**src/shared/dsc_consts.vh**
```
// Constants for the dual synthesizer control latches.
// Included by every design file; definitions only.
`ifndef DSC_CONSTS_VH
`define DSC_CONSTS_VH

// Word geometry
`define DSC_WORD_W 24
`define DSC_WORD_RST 24'h000000

// Latch-select codes, held in the two lowest bits
`define DSC_SEL_HI 1
`define DSC_SEL_LO 0
`define DSC_SEL_IF_REF 2'h0
`define DSC_SEL_IF_FB 2'h1
`define DSC_SEL_RF_REF 2'h2
`define DSC_SEL_RF_FB 2'h3

// Feedback divider words (IF and RF share one layout)
`define DSC_BOOST_BIT 23
`define DSC_SLEEP_BIT 22
`define DSC_PRE_HI 21
`define DSC_PRE_LO 20
`define DSC_B_HI 19
`define DSC_B_LO 8
`define DSC_A_HI 7
`define DSC_A_LO 2

// Reference divider words (IF and RF share one layout)
`define DSC_MUX_HI_BIT 23
`define DSC_CP_HI 22
`define DSC_CP_LO 20
`define DSC_MUX_LO_BIT 19
`define DSC_FLOAT_BIT 18
`define DSC_SENSE_BIT 17
`define DSC_R_HI 15
`define DSC_R_LO 2

// Pump current at full boost
`define DSC_CP_MAX 3'h7

// Mux output modes: {IF ref mux bit, IF ref low mux bit, RF ref low mux bit}
`define DSC_MUX_LOW 3'h0
`define DSC_MUX_IF_LOCK 3'h1
`define DSC_MUX_RF_LOCK 3'h2
`define DSC_MUX_BOTH_LOCK 3'h3
`define DSC_MUX_IF_RESET 3'h4
`define DSC_MUX_RF_RESET 3'h5
`define DSC_MUX_BOTH_RESET 3'h6
`define DSC_MUX_FAST 3'h7

// Pump three-state settle time ahead of a synchronous power-down
`define DSC_PUMP_OFF_NS 100
`define DSC_CLK_MHZ 40

`endif

```
**src/rtl/dsc_shift.v**
```verilog
// Serial input register: samples shift clock, data and load strobe.
// Assumes all three pins are asynchronous to clk_i and much slower.
`timescale 1ns/100ps
`include "dsc_consts.vh"

module dsc_shift #(
  parameter WORD_W = `DSC_WORD_W
) (
  input wire clk_i,
  input wire rst_i,
  input wire sclk_i,
  input wire serial_input_line_i,
  input wire word_load_strobe_i,
  output reg [WORD_W-1:0] word_o,
  output reg load_o
);

  ////////////////////////////////////////////////////////////////////////
  // Two-flop synchronisers
  reg [1:0] sclk_s_q;
  reg [1:0] data_s_q;
  reg [1:0] le_s_q;
  reg sclk_old_q;
  reg le_old_q;
  reg [WORD_W-1:0] shift_q;

  always @(posedge clk_i) begin
    if (rst_i) begin
      sclk_s_q <= 2'h0;
      data_s_q <= 2'h0;
      le_s_q <= 2'h0;
      sclk_old_q <= 1'b0;
      le_old_q <= 1'b0;
    end else begin
      sclk_s_q <= {sclk_s_q[0], sclk_i};
      data_s_q <= {data_s_q[0], serial_input_line_i};
      le_s_q <= {le_s_q[0], word_load_strobe_i};
      sclk_old_q <= sclk_s_q[1];
      le_old_q <= le_s_q[1];
    end
  end

  ////////////////////////////////////////////////////////////////////////
  // Shift and transfer
  always @(posedge clk_i) begin
    if (rst_i) begin
      shift_q <= {WORD_W{1'b0}};
      word_o <= {WORD_W{1'b0}};
      load_o <= 1'b0;
    end else begin
      load_o <= 1'b0;
      if (sclk_s_q[1] && !sclk_old_q)
        shift_q <= {shift_q[WORD_W-2:0], data_s_q[1]};
      if (le_s_q[1] && !le_old_q) begin
        word_o <= shift_q;
        load_o <= 1'b1;
      end
    end
  end

endmodule

```
**src/rtl/dsc_pwr.v**
```verilog
// Power-down sequencer for one synthesizer section.
// Assumes sleep and float levels come from latches on the same clock.
`timescale 1ns/100ps
`include "dsc_consts.vh"

module dsc_pwr #(
  parameter [7:0] PUMP_OFF_CYC = 8'h04
) (
  input wire clk_i,
  input wire rst_i,
  input wire sleep_i,
  input wire float_i,
  output wire pump_off_o,
  output wire down_o
);

  localparam [2:0] ST_RUN = 3'h1;
  localparam [2:0] ST_FLOAT = 3'h2;
  localparam [2:0] ST_DOWN = 3'h4;

  reg [2:0] state_q;
  reg [2:0] state_d;
  reg [7:0] cnt_q;
  reg [7:0] cnt_d;

  ////////////////////////////////////////////////////////////////////////
  // Sequencer
  always @* begin
    state_d = state_q;
    cnt_d = cnt_q;
    case (state_q)
      ST_RUN: begin
        if (sleep_i && float_i) begin
          state_d = ST_DOWN;
        end else if (sleep_i) begin
          state_d = ST_FLOAT;
          cnt_d = PUMP_OFF_CYC;
        end
      end
      ST_FLOAT: begin
        if (!sleep_i) begin
          state_d = ST_RUN;
        end else if (cnt_q <= 8'h01) begin
          state_d = ST_DOWN;
        end else begin
          cnt_d = cnt_q - 8'h01;
        end
      end
      ST_DOWN: begin
        if (!sleep_i)
          state_d = ST_RUN;
      end
      default: state_d = ST_RUN;
    endcase
  end

  always @(posedge clk_i) begin
    if (rst_i) begin
      state_q <= ST_RUN;
      cnt_q <= 8'h00;
    end else begin
      state_q <= state_d;
      cnt_q <= cnt_d;
    end
  end

  assign pump_off_o = (state_q != ST_RUN);
  assign down_o = (state_q == ST_DOWN);

endmodule

```
**src/rtl/dsc_top.v**
```verilog
// Control latches of a dual IF/RF frequency synthesizer.
// Assumes a serial master on the pins and analog lock flags from
// the loops; every pin is sampled into the clk_i domain.
`timescale 1ns/100ps
`include "dsc_consts.vh"

module dsc_top #(
  parameter WORD_W = `DSC_WORD_W
) (
  input wire clk_i,
  input wire rst_i,
  input wire sclk_i,
  input wire serial_input_line_i,
  input wire word_load_strobe_i,
  input wire if_locked_i,
  input wire rf_locked_i,
  input wire if_pd_pulse_i,
  input wire rf_pd_pulse_i,
  output reg [13:0] if_reference_divider_o,
  output reg [5:0] if_swallow_o,
  output reg [11:0] if_prog_o,
  output reg [1:0] if_prescaler_o,
  output reg [13:0] rf_reference_divider_o,
  output reg [5:0] rf_swallow_o,
  output reg [11:0] rf_prog_o,
  output reg [1:0] rf_prescaler_o,
  output reg if_sense_o,
  output reg rf_sense_o,
  output reg [2:0] if_pump_current_o,
  output reg [2:0] rf_pump_current_o,
  output reg if_pump_hiz_o,
  output reg rf_pump_hiz_o,
  output reg if_div_reset_o,
  output reg rf_div_reset_o,
  output reg if_div_load_o,
  output reg rf_div_load_o,
  output reg if_input_hiz_o,
  output reg rf_input_hiz_o,
  output reg ref_osc_en_o,
  output reg outputs_active_o,
  output reg mux_output_pin_o,
  output reg mux_output_pin_oe_o,
  output reg damping_switch_pin_o,
  output reg damping_switch_pin_oe_o
);

  // Pump settle time rounded up to whole clock cycles
  localparam [31:0] PUMP_OFF_FULL =
    (`DSC_PUMP_OFF_NS * `DSC_CLK_MHZ + 999) / 1000;
  localparam [7:0] PUMP_OFF_CYC = PUMP_OFF_FULL[7:0];

  ////////////////////////////////////////////////////////////////////////
  // Serial input register

  wire [WORD_W-1:0] word;
  wire load;
  wire [1:0] sel;

  // Keeps running regardless of any sleep state
  dsc_shift #(
    .WORD_W(WORD_W)
  ) u_shift (
    .clk_i(clk_i),
    .rst_i(rst_i),
    .sclk_i(sclk_i),
    .serial_input_line_i(serial_input_line_i),
    .word_load_strobe_i(word_load_strobe_i),
    .word_o(word),
    .load_o(load)
  );

  assign sel = word[`DSC_SEL_HI:`DSC_SEL_LO];

  ////////////////////////////////////////////////////////////////////////
  // Four latches

  reg [WORD_W-1:0] if_ref_word_q;
  reg [WORD_W-1:0] if_fb_word_q;
  reg [WORD_W-1:0] rf_ref_word_q;
  reg [WORD_W-1:0] rf_feedback_divider_word_q;
  reg [3:0] written_q;

  always @(posedge clk_i) begin
    if (rst_i) begin
      if_ref_word_q <= `DSC_WORD_RST;
      if_fb_word_q <= `DSC_WORD_RST;
      rf_ref_word_q <= `DSC_WORD_RST;
      rf_feedback_divider_word_q <= `DSC_WORD_RST;
      written_q <= 4'h0;
    end else if (load) begin
      case (sel)
        `DSC_SEL_IF_REF: begin
          if_ref_word_q <= word;
          written_q[0] <= 1'b1;
        end
        `DSC_SEL_IF_FB: begin
          if_fb_word_q <= word;
          written_q[1] <= 1'b1;
        end
        `DSC_SEL_RF_REF: begin
          rf_ref_word_q <= word;
          written_q[2] <= 1'b1;
        end
        `DSC_SEL_RF_FB: begin
          rf_feedback_divider_word_q <= word;
          written_q[3] <= 1'b1;
        end
        default: written_q <= written_q;
      endcase
    end
  end

  ////////////////////////////////////////////////////////////////////////
  // Field views

  wire if_sleep_bit;
  wire rf_sleep_bit;
  wire if_pump_float_bit;
  wire rf_pump_float_bit;
  wire if_pump_boost_bit;
  wire rf_pump_boost_bit;
  wire [2:0] mux_mode;

  assign if_sleep_bit = if_fb_word_q[`DSC_SLEEP_BIT];
  assign rf_sleep_bit = rf_feedback_divider_word_q[`DSC_SLEEP_BIT];
  assign if_pump_float_bit = if_ref_word_q[`DSC_FLOAT_BIT];
  assign rf_pump_float_bit = rf_ref_word_q[`DSC_FLOAT_BIT];
  assign if_pump_boost_bit = if_fb_word_q[`DSC_BOOST_BIT];
  assign rf_pump_boost_bit = rf_feedback_divider_word_q[`DSC_BOOST_BIT];
  assign mux_mode = {if_ref_word_q[`DSC_MUX_HI_BIT],
                     if_ref_word_q[`DSC_MUX_LO_BIT],
                     rf_ref_word_q[`DSC_MUX_LO_BIT]};

  // Maximum current while boosted, else the latched setting
  function [2:0] pump_current;
    input boost;
    input [2:0] field;
    begin
      pump_current = boost ? `DSC_CP_MAX : field;
    end
  endfunction

  ////////////////////////////////////////////////////////////////////////
  // Power-down sequencers

  wire if_pump_off;
  wire rf_pump_off;
  wire if_down;
  wire rf_down;

  dsc_pwr #(
    .PUMP_OFF_CYC(PUMP_OFF_CYC)
  ) u_if_pwr (
    .clk_i(clk_i),
    .rst_i(rst_i),
    .sleep_i(if_sleep_bit),
    .float_i(if_pump_float_bit),
    .pump_off_o(if_pump_off),
    .down_o(if_down)
  );

  dsc_pwr #(
    .PUMP_OFF_CYC(PUMP_OFF_CYC)
  ) u_rf_pwr (
    .clk_i(clk_i),
    .rst_i(rst_i),
    .sleep_i(rf_sleep_bit),
    .float_i(rf_pump_float_bit),
    .pump_off_o(rf_pump_off),
    .down_o(rf_down)
  );

  ////////////////////////////////////////////////////////////////////////
  // Lock flag synchronisers

  reg [1:0] if_lock_s_q;
  reg [1:0] rf_lock_s_q;
  reg [1:0] if_pulse_s_q;
  reg [1:0] rf_pulse_s_q;

  always @(posedge clk_i) begin
    if (rst_i) begin
      if_lock_s_q <= 2'h0;
      rf_lock_s_q <= 2'h0;
      if_pulse_s_q <= 2'h0;
      rf_pulse_s_q <= 2'h0;
    end else begin
      if_lock_s_q <= {if_lock_s_q[0], if_locked_i};
      rf_lock_s_q <= {rf_lock_s_q[0], rf_locked_i};
      if_pulse_s_q <= {if_pulse_s_q[0], if_pd_pulse_i};
      rf_pulse_s_q <= {rf_pulse_s_q[0], rf_pd_pulse_i};
    end
  end

  wire if_lock_ind;
  wire rf_lock_ind;
  assign if_lock_ind = if_lock_s_q[1] & ~if_pulse_s_q[1];
  assign rf_lock_ind = rf_lock_s_q[1] & ~rf_pulse_s_q[1];

  ////////////////////////////////////////////////////////////////////////
  // Mode decode

  reg if_cnt_rst;
  reg rf_cnt_rst;
  reg mux_d;
  reg mux_oe_d;

  always @* begin
    if_cnt_rst = 1'b0;
    rf_cnt_rst = 1'b0;
    mux_d = 1'b0;
    mux_oe_d = 1'b1;
    case (mux_mode)
      `DSC_MUX_LOW: mux_d = 1'b0;
      `DSC_MUX_IF_LOCK: mux_d = if_lock_ind;
      `DSC_MUX_RF_LOCK: mux_d = rf_lock_ind;
      `DSC_MUX_BOTH_LOCK: mux_d = if_lock_ind & rf_lock_ind;
      `DSC_MUX_IF_RESET: if_cnt_rst = 1'b1;
      `DSC_MUX_RF_RESET: rf_cnt_rst = 1'b1;
      `DSC_MUX_BOTH_RESET: begin
        if_cnt_rst = 1'b1;
        rf_cnt_rst = 1'b1;
      end
      `DSC_MUX_FAST: begin
        mux_d = 1'b0;
        mux_oe_d = rf_pump_boost_bit;
      end
      default: mux_d = 1'b0;
    endcase
  end

  ////////////////////////////////////////////////////////////////////////
  // Registered outputs

  always @(posedge clk_i) begin
    if (rst_i) begin
      if_reference_divider_o <= 14'h0000;
      if_swallow_o <= 6'h00;
      if_prog_o <= 12'h000;
      if_prescaler_o <= 2'h0;
      rf_reference_divider_o <= 14'h0000;
      rf_swallow_o <= 6'h00;
      rf_prog_o <= 12'h000;
      rf_prescaler_o <= 2'h0;
      if_sense_o <= 1'b0;
      rf_sense_o <= 1'b0;
      if_pump_current_o <= 3'h0;
      rf_pump_current_o <= 3'h0;
      if_pump_hiz_o <= 1'b1;
      rf_pump_hiz_o <= 1'b1;
      if_div_reset_o <= 1'b0;
      rf_div_reset_o <= 1'b0;
      if_div_load_o <= 1'b0;
      rf_div_load_o <= 1'b0;
      if_input_hiz_o <= 1'b0;
      rf_input_hiz_o <= 1'b0;
      ref_osc_en_o <= 1'b1;
      outputs_active_o <= 1'b0;
      mux_output_pin_o <= 1'b0;
      mux_output_pin_oe_o <= 1'b0;
      damping_switch_pin_o <= 1'b0;
      damping_switch_pin_oe_o <= 1'b0;
    end else begin
      if_reference_divider_o <= if_ref_word_q[`DSC_R_HI:`DSC_R_LO];
      if_swallow_o <= if_fb_word_q[`DSC_A_HI:`DSC_A_LO];
      if_prog_o <= if_fb_word_q[`DSC_B_HI:`DSC_B_LO];
      if_prescaler_o <= if_fb_word_q[`DSC_PRE_HI:`DSC_PRE_LO];
      rf_reference_divider_o <= rf_ref_word_q[`DSC_R_HI:`DSC_R_LO];
      rf_swallow_o <= rf_feedback_divider_word_q[`DSC_A_HI:`DSC_A_LO];
      rf_prog_o <= rf_feedback_divider_word_q[`DSC_B_HI:`DSC_B_LO];
      rf_prescaler_o <=
        rf_feedback_divider_word_q[`DSC_PRE_HI:`DSC_PRE_LO];
      if_sense_o <= if_ref_word_q[`DSC_SENSE_BIT];
      rf_sense_o <= rf_ref_word_q[`DSC_SENSE_BIT];
      if_pump_current_o <= pump_current(if_pump_boost_bit,
        if_ref_word_q[`DSC_CP_HI:`DSC_CP_LO]);
      rf_pump_current_o <= pump_current(rf_pump_boost_bit,
        rf_ref_word_q[`DSC_CP_HI:`DSC_CP_LO]);
      // Pump stays floated until every latch holds a word
      if_pump_hiz_o <= if_pump_float_bit | if_cnt_rst | if_pump_off |
                       ~(&written_q);
      rf_pump_hiz_o <= rf_pump_float_bit | rf_cnt_rst | rf_pump_off |
                       ~(&written_q);
      // Each divider has its own reset line, both driven from the one shared mux mode decode
      if_div_reset_o <= if_cnt_rst;
      rf_div_reset_o <= rf_cnt_rst;
      if_div_load_o <= if_down;
      rf_div_load_o <= rf_down;
      if_input_hiz_o <= if_down;
      rf_input_hiz_o <= rf_down;
      ref_osc_en_o <= ~(if_sleep_bit & rf_sleep_bit);
      outputs_active_o <= &written_q;
      mux_output_pin_o <= mux_d;
      mux_output_pin_oe_o <= mux_oe_d;
      damping_switch_pin_o <= 1'b0;
      damping_switch_pin_oe_o <= rf_pump_boost_bit;
    end
  end

endmodule

```
**config.mk**
```make
export PLATFORM = sky130hd
export DESIGN_NAME = dsc_top
export DESIGN_NICKNAME = d
export VERILOG_FILES = /design/src/rtl/dsc_shift.v /design/src/rtl/dsc_pwr.v /design/src/rtl/dsc_top.v
export VERILOG_INCLUDE_DIRS = /design/src /design/src/shared
export SDC_FILE = /design/constraint.sdc
export NUM_CORES = 1
export LEC_CHECK = 0
export BUFFER_PORTS_ARGS = -buffer_cell sky130_fd_sc_hd__buf_2
export CAP_MARGIN = 20
export CORE_MARGIN = 5
export CORE_UTILIZATION = 41
export CTS_BUF_LIST = sky130_fd_sc_hd__clkbuf_8
export DETAILED_ROUTE_END_ITERATION = 10
export GPL_ROUTABILITY_DRIVEN = 0
export GPL_TIMING_DRIVEN = 0
export SLEW_MARGIN = 20
export SYNTH_ARGS = -nofsm -noshare
export SYNTH_HDL_FRONTEND = slang
export SYNTH_HIERARCHICAL = 1
export SYNTH_SLANG_ARGS = --single-unit
export TNS_END_PERCENT = 20
```
**constraint.sdc**
```tcl
create_clock -name clk_i -period 4.5 [get_ports clk_i]
set_clock_uncertainty 0.1 [all_clocks]
set_input_delay 0.225 -clock clk_i [delete_from_list [all_inputs] [get_ports clk_i]]
set_output_delay 0.225 -clock clk_i [all_outputs]
set_load 0.005 [all_outputs]
```
-- Yosys cells after proc, flatten, opt, wreduce, memory -nomap -nowiden
Index checks and enable logic that the tools add are counted.
- $add $sub $neg: 2
- $lt $le $gt $ge: 2
- muxes and demuxes: 29
- reductions and logical operators: 20
- eq/ne operators: 32
- bitwise logic cells: 14
- operators with widths (kind ; number):
    8-bit 2-to-1 mux ; 8
    3-bit 2-to-1 mux ; 12
    8-bit case mux with 2 select lines ; 2
    2-bit inequality test (second input constant) ; 10
    3-bit == test (second input constant) ; 6
    3-bit case mux with 3 select lines ; 2
    8-bit by 1-bit less-or-equal comparator with 1-bit output (second input constant) ; 2
    8-bit by 1-bit subtractor with 8-bit output (second input constant) ; 2
    3-bit by 2-bit == test with 1-bit output (second input constant) ; 4
    3-bit by 2-bit inequality test with 1-bit output (second input constant) ; 4
    5-bit AND reduction ; 2
    3-bit by 1-bit == test with 1-bit output (second input constant) ; 3
    2-bit AND reduction ; 4
    3-bit by 1-bit inequality test with 1-bit output (second input constant) ; 2
    1-bit bitwise OR ; 6
    3-bit AND reduction ; 2
    1-bit bitwise AND ; 4
    2-bit == test (second input constant) ; 2
    1-bit logical AND ; 4
    1-bit 2-to-1 mux ; 4
    1-bit inverter ; 4
    4-bit AND reduction ; 1
    2-bit nonzero test ; 2
    2-bit OR reduction ; 2
    4 further kinds ; 5
- bits in registers: 273
- output and inout bits: 90
- input bits: 9

-- Depth between registers and ports, before layout
Gate-level depths: netlist (run 1).
- depth in word-level cells: 6
- gate-level depth with buffers: 7
- mapped depth without buffers: 6

-- By module
The synthesis (run 1) kept the hierarchy.
- by module, submodules not included (module ; sequential area each (um^2) ; cells each ; instances ; area an instance (um^2)):
    dsc_top ; 3683.5 ; 512 ; 1 ; 5839.4
    dsc_shift ; 1141.1 ; 179 ; 1 ; 2142.1
    dsc_pwr at u_if_pwr ; 220.2 ; 74 ; 1 ; 655.6
    dsc_pwr at u_rf_pwr ; 220.2 ; 74 ; 1 ; 653.1

-- Worst setup path after synthesis (run 1)
No wires, ideal clock.
- kind: register -> register
- start: reg u_rf_pwr.cnt_q[0]
- end: reg u_rf_pwr.cnt_q[7]
- cell stages (with the launch flop): 8
- clock period less this slack: 1966 ps
- data required time: 4265 ps
- library setup time: 135 ps
- path slack: 2534 ps
- arrival time: 1731 ps
- path through: dfxtp_1 inv_1 ha_1 or2_2 and4_1 buf_4 o311ai_0 o41ai_1
- cells in the longest elaborated chain, start to end: 4
- RTL lines (element ; RTL line ; RTL):
    start: declaration ; dsc_pwr.v:23 ; reg [7:0] cnt_q;
    start signal: assignment ; dsc_pwr.v:63 ; cnt_q <= cnt_d;
    8-bit by 1-bit subtractor with 8-bit output ; dsc_pwr.v:46 ; cnt_d = cnt_q - 8'h01;
    8-bit 2-to-1 mux ; dsc_pwr.v:43 ; end else if (cnt_q <= 8'h01) begin
    8-bit 2-to-1 mux ; dsc_pwr.v:41 ; if (!sleep_i) begin
    8-bit case mux with 2 select lines ; dsc_pwr.v:31 ; case (state_q)
Several ways; a longest one is shown, not always the timed one. The select of a mux whose other input is x is not followed.
A chain may end at the register's enable or synchronous reset.

-- Worst setup path after layout (run 1)
Ends and elaborated chain as after synthesis.

==> results of run 1 <==
==> per-stage QoR <==
stage	instances	total power [mW]	setup WS [ns]	utilization, %	hold slack, ns
6_report	1299	4.37	2.32	48.9	0.0852
3_3_place_gp	1221	2.48	2.35	45.0	0.317
2_1_floorplan	839	2.46	2.53	-	0.194
4_1_cts	1299	4.44	2.32	48.9	0.0613
3_5_place_dp	1221	2.48	2.33	45.0	0.326
5_1_grt	1299	4.57	2.08	48.9	0.109
==> worst max-delay path by stage <==
stage	start	to	slack, ns	depth (start not counted)
2_1_floorplan	u_rf_pwr/cnt_q[0]	u_rf_pwr/cnt_q[7]	2.53	7
3_3_place_gp	u_rf_pwr/cnt_q[0]	u_rf_pwr/cnt_q[7]	2.35	7
3_5_place_dp	u_rf_pwr/cnt_q[0]	u_rf_pwr/cnt_q[7]	2.33	7
4_1_cts	u_rf_pwr/cnt_q[0]	u_rf_pwr/cnt_q[7]	2.32	7
5_1_grt	u_rf_pwr/cnt_q[0]	u_rf_pwr/cnt_q[7]	2.08	7
6_report	u_rf_pwr/cnt_q[0]	u_rf_pwr/cnt_q[7]	2.32	7
==> metal layers <==
layer / GRT usage (%) / share of wire (%) / wire [um]
met1: 19.9 / 50 / 9260
met2: 22.3 / 44 / 8080
met3: 3.57 / 4.2 / 780
met4: 4.07 / 1.7 / 313
met5: 0 / 0 / 0
==> worst max-delay path, delay by kind of cell (launching register included) <==
kind,cells,cell delay [ns]
AO/OA/AOI/OAI,2,0.47
flip-flops,1,0.39
buffers and inverters,2,0.29
AND/OR/NAND/NOR,2,0.58
adder cells (fa/ha/maj),1,0.23
==> kinds of logic after synthesis <==
group	share of synthesized area, %
mux	12.5
compound gates	5.20
simple gates	19.3
xor+xnor	0.283
fa+ha+maj	0.539
buf+inv	5.48
other cells	0.0404
flops	56.7
==> where the power goes <==
part	switching, mW	leakage, nW	total, mW	internal (mW)
Clock	0.886	0.469	1.93	1.05
Combinational	0.0468	2.61	0.0965	0.0498
Sequential	0.00254	2.12	2.34	2.34
Total	0.936	5.20	4.37	3.43
==> synthesized netlist by cell type (4+ instances only) <==
cell / number / area share, %
a21oi_1: 16 / 0.86
buf_2: 7 / 0.38
buf_4: 6 / 0.48
buf_6: 5 / 0.61
clkbuf_1: 21 / 0.85
dfxtp_1: 263 / 57
ha_1: 4 / 0.54
inv_1: 61 / 2.5
mux2i_1: 115 / 12
nand2_1: 6 / 0.24
nand2b_1: 143 / 9.6
nand3_1: 5 / 0.27
nand3b_1: 6 / 0.48
nand4_1: 4 / 0.27
nor2_1: 25 / 1.0
nor2b_1: 44 / 3.0
nor3b_1: 5 / 0.40
nor4_1: 5 / 0.34
o21a_1: 4 / 0.32
o21ai_0: 6 / 0.32
o22a_1: 19 / 1.8
==> layout make-up <==
type / count / share of cell area (%)
repair buffers: 104 / 5.04
well taps: 285 / 3.24
plain buffers: 43 / 2.54
inverters: 61 / 2.08
multi-input cells: 472 / 31.9
flip-flops and latches: 263 / 47.8
clock buffers: 52 / 6.50
clock inverters: 19 / 0.875
==> placed cells by master, fill, tap and decap left out, types with 3 or more instances in the layout <==
cell type / synthesis / routed
o2111ai_1: 3 / 3
dfxtp_1: 263 / 263
nor3_1: 3 / 3
nand3_1: 5 / 5
xnor2_1: 3 / 3
nor3b_1: 5 / 5
nand2b_1: 143 / 143
inv_1: 61 / 75
o22a_1: 19 / 19
buf_2: 7 / 104
nor2_1: 25 / 25
buf_4: 6 / 6
nand4_1: 4 / 4
nand2_1: 6 / 6
nor4_1: 5 / 5
dlygate4sd3_1: 0 / 7
clkbuf_1: 21 / 21
o21a_1: 4 / 4
buf_8: 3 / 3
or3_1: 3 / 3
buf_6: 5 / 5
or4_1: 3 / 3
mux2i_1: 115 / 115
nor2b_1: 44 / 44
clkbuf_8: 0 / 52
o41ai_1: 3 / 3
ha_1: 4 / 4
nand3b_1: 6 / 6
o21ai_0: 6 / 6
o31ai_1: 3 / 3
a21oi_1: 16 / 16
==> state kept, by name, indices dropped and copies added, names as in the netlist, 4 cells and up <==
signal / count
rf_feedback_divider_word_q: 22
written_q: 4
rf_swallow_o: 6
rf_reference_divider_o: 14
u_shift/word_o: 24
u_rf_pwr/cnt_q: 8
if_prog_o: 12
rf_prog_o: 12
u_if_pwr/cnt_q: 8
if_reference_divider_o: 14
if_swallow_o: 6
if_fb_word_q: 22
u_shift/shift_q: 24
rf_ref_word_q: 20
if_ref_word_q: 21
==> repair_timing <==
item | 4_1_cts | 5_1_grt
gates resized for setup | 0 | 0
hold buffers | 7 | 0
endpoints found under the setup margin | 0 | 0
hold endpoints to repair | 7 | 0
==> flow_summary_export.csv, run 1 <==
group,metric,value,unit
detailed_routing,wl,18.4,mm
setup_path,max_stage_delay,0.39,ns
clock_network,h-tree-depth,2,
pwr,p_per_area,397,nW/um2
detailed_routing,wl_per_cell,14.2,um
min_path,worst_hold_path.num_cells,2,
setup_path,cp_slowest_cell,"dfxtp_1",
detailed_routing,drc,0,
synth,syn-num-nets,852,
finish,fill_cells,2120,
clock_network,clockRootBuffer,"clkbuf_8",
setup_path,worst-r2r-setup-slack,2.32,ns
synth,async_reset_ff_share,0,%
setup_path,critPathKind,"reg -> reg",
placement,placed_area,10100,um2
setup_path,endpoint_kind,"flop",
detailed_routing,drtIter0Drc,268,
die,dieArea,25800,um2
global_route,grt_overflow,0,
setup_path,cp.arrival,2.47,ns
setup_path,worstRegToRegCells,7,
die,io_pins,99,
detailed_routing,drtPass1Iterations,4,
setup_path,reg2reg_to,"u_rf_pwr/cnt_q[7]",
placement,io_buffers,97,
clock_network,insertion_delay,0.54,ns
finish,register_area,5270,um2
sta,setup_violations,0,
synth,synthCells,839,
global_route,grt_pass1_vias,5846,
finish,stdcell_area,11000,um2
global_route,grt_pass1_wl,30.4,mm
sta,rsz0062_at_grt,"false",
die,num_rows,55,
clock_network,clkTransAtPathRegs,0.06,ns
clock_network,cts_buffers,43,
detailed_routing,drtAntennaViolNets,0,
global_route,antenna_found_initial,0,
placement,dp_hpwl,13.0,mm
sta,maxSlewViolCount,0,
die,fp.dieW,161,um
synth,netlist_area,9290,um2
setup_path,rr_startpoint,"u_rf_pwr/cnt_q[0]",
finish,multiInputGateArea,3520,um2
finish,layout-drive-gt1-share,19.2,%
min_path,hold-path-endpoint,"u_if_pwr/cnt_q[0]",
sta,setup_tns,0,ns
finish,area_delta_synth_final,18.6,%
sta,max-slew-margin-rel,64.9,%
sta,min_period,2.18,ns
clock_network,clock_path_buffers,3,
sta,min_period_over_period,48.4,%
detailed_routing,vias_per_cell,4.56,
die,die_h,161,um
pwr,max-vdd-ir-drop,0.184,mV
finish,antenna_cells,0,
synth,syn_avg_cell_area,11.1,um2
sta,finalHoldViolCount,0,
setup_path,crit_fanout,10,
synth,ys_seq_area_share,56.7,%
clock_network,tritoncts,"done",
synth,synth_ff_type,"dfxtp_1",
detailed_routing,vias,5924,
synth,synth.distinct_cells,62,
global_route,grt_max_degree,25,
die,core-area,22500,um2
job,drv_cap,0,
synth,synth_edf_count,0,
setup_path,path_cells,"inv_1 -> ha_1 -> or2_2 -> and4_1 -> buf_4 -> o311ai_0 -> o41ai_1",
synth,ys_warn_count,6,
synth,ys_seq_elements,263,
clock_network,post_cts_buffers,0,
min_path,hold_path.class,"in -> reg",
die,start_util,41.3,%
clock_network,cts_sinks,263,
sta,worst_slew_pin_slew,0.526,ns
sta,clock.fmax,0.459,GHz
global_route,grt_use_total,14.4,%
run_status,run_status,"completed",
min_path,min_from,"rst_i",
setup_path,critPathLaunchType,"flop",
pwr,power.leakage,5.20,nW
finish,nets,1001,
setup_path,cp_data_required_time,4.79,ns
(Power assumes the default switching activity.)
==> inputs of run 2 (changes only) <==
==> constraint.sdc (replaced) <==
create_clock -name clk_i -period 1.88 [get_ports clk_i]
set_clock_uncertainty 0.1 [all_clocks]
set_input_delay 0.094 -clock clk_i [delete_from_list [all_inputs] [get_ports clk_i]]
set_output_delay 0.094 -clock clk_i [all_outputs]
set_load 0.005 [all_outputs]
==> run 2 against run 1 <==
Effect of this change:
- utilization grew 0.81 points
- total power grew 140%
- critical endpoint is now u_rf_pwr/cnt_q[4]
- setup slack worse by 2.3 ns
- count of clock-buffer cells in the layout shrank 1
- sequential power increased by 140%
- critical path depth down 1
- maximum frequency is 16% higher
- die area stayed put
==> flow_summary_export.csv, run 2 (synthesis gave the netlist of run 1 again) <==
group,metric,value,unit
clock_network,h-tree-depth,2,
finish,nets,1007,
min_path,min_from,"word_load_strobe_i",
sta,setup_tns,0,ns
job,drv_cap,0,
clock_network,tritoncts,"done",
setup_path,critPathLaunchType,"flop",
placement,dp_hpwl,13.1,mm
run_status,run_status,"completed",
setup_path,critPathKind,"reg -> reg",
detailed_routing,drc,0,
die,core-area,22500,um2
die,io_pins,99,
detailed_routing,wl_per_cell,14.4,um
placement,io_buffers,97,
global_route,grt_use_total,14.6,%
die,die_h,161,um
setup_path,cp_data_required_time,2.25,ns
sta,maxSlewViolCount,0,
setup_path,endpoint_kind,"flop",
setup_path,crit_fanout,6,
detailed_routing,vias_per_cell,4.62,
min_path,hold-path-endpoint,"u_shift/le_s_q[0]",
detailed_routing,vias,6052,
sta,clock.fmax,0.534,GHz
setup_path,path_cells,"buf_4 -> ha_1 -> or2_4 -> and4_4 -> or4b_1 -> a21oi_1",
finish,antenna_cells,0,
setup_path,rr_startpoint,"u_rf_pwr/cnt_q[0]",
global_route,grt_overflow,0,
global_route,grt_pass1_vias,5994,
setup_path,crit_path_start,"u_rf_pwr/cnt_q[0]",
setup_path,worst-r2r-setup-slack,0.009,ns
setup_path,cp_slowest_cell,"or4b_1",
detailed_routing,drtIter0Drc,250,
die,start_util,41.3,%
finish,stdcell_area,11200,um2
pwr,max-vdd-ir-drop,0.408,mV
detailed_routing,wl,18.8,mm
sta,rsz0062_at_grt,"true",
finish,multiInputGateArea,3620,um2
sta,max-slew-margin-rel,63.0,%
finish,fill_cells,2086,
min_path,worst_hold_path.num_cells,3,
clock_network,insertion_delay,0.55,ns
setup_path,cp.arrival,2.24,ns
finish,layout-drive-gt1-share,22.7,%
finish,mostFrequentLayoutCells,"dfxtp_1 (255), nand2b_1 (143), mux2i_1 (115)",
setup_path,worstRegToRegCells,6,
clock_network,clock_path_buffers,3,
finish,register_area,5280,um2
die,fp.dieW,161,um
sta,min_period_over_period,99.5,%
finish,stdcell_count,1309,
sta,finalHoldViolCount,0,
finish,area_delta_synth_final,20.5,%
clock_network,clockRootBuffer,"clkbuf_8",
die,num_rows,55,
detailed_routing,drtPass1Iterations,4,
die,dieArea,25800,um2
detailed_routing,drtAntennaViolNets,0,
pwr,p_total,10.5,mW
pwr,p_per_area,934,nW/um2
global_route,grt_pass1_wl,31.0,mm
global_route,antenna_found_initial,0,
finish,final_common_cell,"dfxtp_1",
sta,worst_slew_pin_slew,0.555,ns
setup_path,max_stage_delay,0.50,ns
sta,whs,0.192,ns
sta,min_period,1.87,ns
finish,top_regs,"u_shift/shift_q (24), u_shift/word_o (24)",
clock_network,cts_buffers,42,
min_path,hold_path.class,"in -> reg",
placement,placed_area,10100,um2
placement,placed_cells,1221,
clock_network,cts_sinks,263,
global_route,grt_max_degree,25,
clock_network,clkTransAtPathRegs,0.06,ns
pwr,power.leakage,5.27,nW
sta,setup_violations,0,
setup_path,reg2reg_to,"u_rf_pwr/cnt_q[4]",
## run 2: what timing repair did
action,CTS,global route
gates resized for setup,8,26
endpoints found under the setup margin,13,95
pin swaps,2,6
setup buffers,4,2
endpoints found under the hold margin,12,0
hold buffers,8,0
## run 2: worst max path at each step
stage,endpoint,depth (start not counted)
after floorplan,u_rf_pwr/cnt_q[4],6
after global placement,u_if_pwr/cnt_q[5],7
after detailed placement,u_rf_pwr/cnt_q[4],7
after CTS,u_if_pwr/cnt_q[4],6
after global routing,u_rf_pwr/cnt_q[7],7
final,u_rf_pwr/cnt_q[4],6
## run 2: power breakdown
group | internal (mW) | switching, mW | total [mW]
logic | 0.121 | 0.111 | 0.232
registers | 5.59 | 0.00628 | 5.60
clock network | 2.48 | 2.16 | 4.63
## run 2: routing by layer
metal / GRT usage, % / up-vias / routed length [um]
met3: 3.28 / 34 / 812
met1: 20.2 / 2799 / 9230
li1: - / 3119 / -
met2: 22.4 / 100 / 8290
met4: 5.20 / 0 / 462
met5: 0 / - / 0
## run 2: stage by stage
stage,utilization [%],worst slack (ns)
after floorplan,-,-0.00393
after global placement,45.1,-0.153
after detailed placement,45.1,-0.161
after CTS,49.3,0.00379
after global routing,49.8,-0.0473
final,49.8,0.00902
## run 2: final cells by class
cell class | count | area share, %
sequential | 263 | 47.1
multi-input combinational | 472 | 32.3
clock buffer | 51 | 6.27
timing repair buffer | 111 | 5.51
tap | 285 | 3.18
buffer | 43 | 2.54
inverter | 61 | 2.04
clock inverter | 23 | 1.02
## run 2: worst max-delay path: cells and delay by family (launching register included)
kind / cells / cell delay (ns)
compound gates: 1 / 0.13
fa+ha+maj: 1 / 0.18
buf+inv: 1 / 0.14
flops: 1 / 0.32
simple gates: 3 / 0.93
==> inputs of run 3 (changes only) <==
--- a/config.mk
+++ b/config.mk
@@ -14,6 +14,7 @@
 export DETAILED_ROUTE_END_ITERATION = 10
 export GPL_ROUTABILITY_DRIVEN = 0
 export GPL_TIMING_DRIVEN = 0
+export PLACE_DENSITY_LB_ADDON = 0.08
 export SLEW_MARGIN = 20
 export SYNTH_ARGS = -nofsm -noshare
 export SYNTH_HDL_FRONTEND = slang
==> run 3 against run 2 <==
Effect of this change:
- first-iteration DRC count is 8.4% lower
- critical path type unchanged
- clock power is 4% higher
- critical endpoint unchanged
- routed wire length up 6.8%
- largest cell class unchanged
- count of clock-buffer cells in the layout is 5 higher
- global-route usage grew 0.97 points
- cell area up 1.5%
- maximum frequency about the same
==> flow_summary_export.csv, run 3 (synthesis gave the netlist of run 1 again) <==
group,metric,value,unit
run_status,run_status,"completed",
setup_path,path_cells,"buf_6 -> ha_4 -> or2_4 -> and4_4 -> or4b_1 -> a21oi_1",
die,start_util,41.3,%
die,fp.dieW,161,um
die,core-area,22500,um2
pwr,power.leakage,5.36,nW
pwr,max-vdd-ir-drop,0.512,mV
setup_path,worst-r2r-setup-slack,0.01,ns
clock_network,cts_buffers,44,
sta,setup_tns,0,ns
clock_network,insertion_delay,0.53,ns
setup_path,critPathKind,"reg -> reg",
pwr,p_per_area,938,nW/um2
sta,setup_ws,0.00985,ns
placement,placed_area,10100,um2
global_route,antenna_found_initial,0,
die,num_rows,55,
clock_network,clkTransAtPathRegs,0.05,ns
die,io_pins,99,
finish,top_regs,"u_shift/shift_q (24), u_shift/word_o (24)",
detailed_routing,drc,0,
detailed_routing,wl,20.1,mm
placement,io_buffers,97,
clock_network,clock_path_buffers,3,
finish,antenna_cells,0,
sta,whs,0.0525,ns
global_route,grt_pass1_wl,32.6,mm
global_route,grt_use_total,15.5,%
clock_network,clockRootBuffer,"clkbuf_8",
finish,area_delta_synth_final,22.3,%
finish,nets,1014,
die,die_h,161,um
pwr,p_total,10.7,mW
global_route,grt_max_degree,21,
sta,rsz0062_at_grt,"true",
sta,maxSlewViolCount,0,
sta,min_period,1.87,ns
global_route,grt_overflow,0,
sta,clock.fmax,0.535,GHz
finish,stdcell_count,1320,
min_path,hold_path.class,"in -> reg",
sta,min_period_over_period,99.5,%
placement,dp_slack,-0.154,ns
setup_path,endpoint_kind,"flop",
setup_path,critPathLaunchType,"flop",
finish,layout-drive-gt1-share,23.4,%
global_route,grt_pass1_vias,6220,
sta,worst_slew_pin_slew,0.555,ns
sta,finalHoldViolCount,0,
detailed_routing,wl_per_cell,15.2,um
detailed_routing,drtIter0Drc,229,
finish,stdcell_area,11400,um2
job,drv_cap,0,
clock_network,cts_sinks,263,
sta,max-slew-margin-rel,63.0,%
setup_path,crit_fanout,6,
finish,mostFrequentLayoutCells,"dfxtp_1 (254), nand2b_1 (143), mux2i_1 (115)",
finish,final_common_cell,"dfxtp_1",
detailed_routing,drtAntennaViolNets,0,
setup_path,cp_slowest_cell,"or4b_1",
die,dieArea,25800,um2
detailed_routing,drtPass1Iterations,4,
detailed_routing,vias_per_cell,4.65,
placement,placed_cells,1221,
finish,post-route-util,50.5,%
setup_path,max_stage_delay,0.52,ns
setup_path,cp_data_required_time,2.23,ns
setup_path,cp.arrival,2.22,ns
sta,setup_violations,0,
detailed_routing,vias,6141,
clock_network,h-tree-depth,2,
clock_network,tritoncts,"done",
placement,dp_hpwl,13.6,mm
## run 3: cell types whose count changed in the layout (fill, tap and decap cells not counted), moves of 3 or more
| cell | change |
|---|---|
| ha_4 | +3 |
| clkinv_2 | -3 |
| inv_1 | +4 |
| ha_2 | -3 |
| clkbuf_8 | +5 |
| buf_4 | +3 |
## run 3: critical path, delay by kind of cell (launching register included)
| family | cells | cell delay (ns) |
|---|---|---|
| buf+inv | 1 | 0.12 |
| flops | 1 | 0.33 |
| simple gates | 3 | 0.98 |
| compound gates | 1 | 0.14 |
| fa+ha+maj | 1 | 0.14 |
## run 3: worst paths after layout
path | end | cells after the start | start
max | u_rf_pwr/cnt_q[4] | 6 | u_rf_pwr/cnt_q[0]
min | u_if_pwr/cnt_q[1] | 2 | rst_i
max reg2reg | u_rf_pwr/cnt_q[4] | 6 | u_rf_pwr/cnt_q[0]
min reg2reg | u_shift/sclk_s_q[1] | 1 | u_shift/sclk_s_q[0]
## run 3: final cells by class
cell class,count,area (um2)
plain buffers,43,288
clock buffers,56,771
clock inverters,24,98.8
fillers,2070,11100
inverters,61,229
multi-input cells,472,3690
flip-flops and latches,263,5280
well taps,285,357
repair buffers,116,654
## run 3: what timing repair did
| action | 4_1_cts | 5_1_grt |
|---|---|---|
| endpoints found under the setup margin | 13 | 12 |
| endpoints found under the hold margin | 11 | 0 |
| gates resized for setup | 11 | 36 |
| hold buffers | 9 | 0 |
| setup buffers | 3 | 7 |
| pin swaps | 2 | 8 |
## run 3: where the power goes
group	leakage, nW	internal [mW]	switching, mW
Combinational	2.71	0.122	0.120
Clock	0.525	2.67	2.15
Sequential	2.12	5.59	0.00646
## run 3: per-layer routing
| layer | GRT usage (%) | share of wire, % |
|---|---|---|
| met1 | 21.3 | 49 |
| met2 | 24.6 | 45 |
| met3 | 3.49 | 3.9 |
| met4 | 4.54 | 1.8 |
| met5 | 0 | 0 |
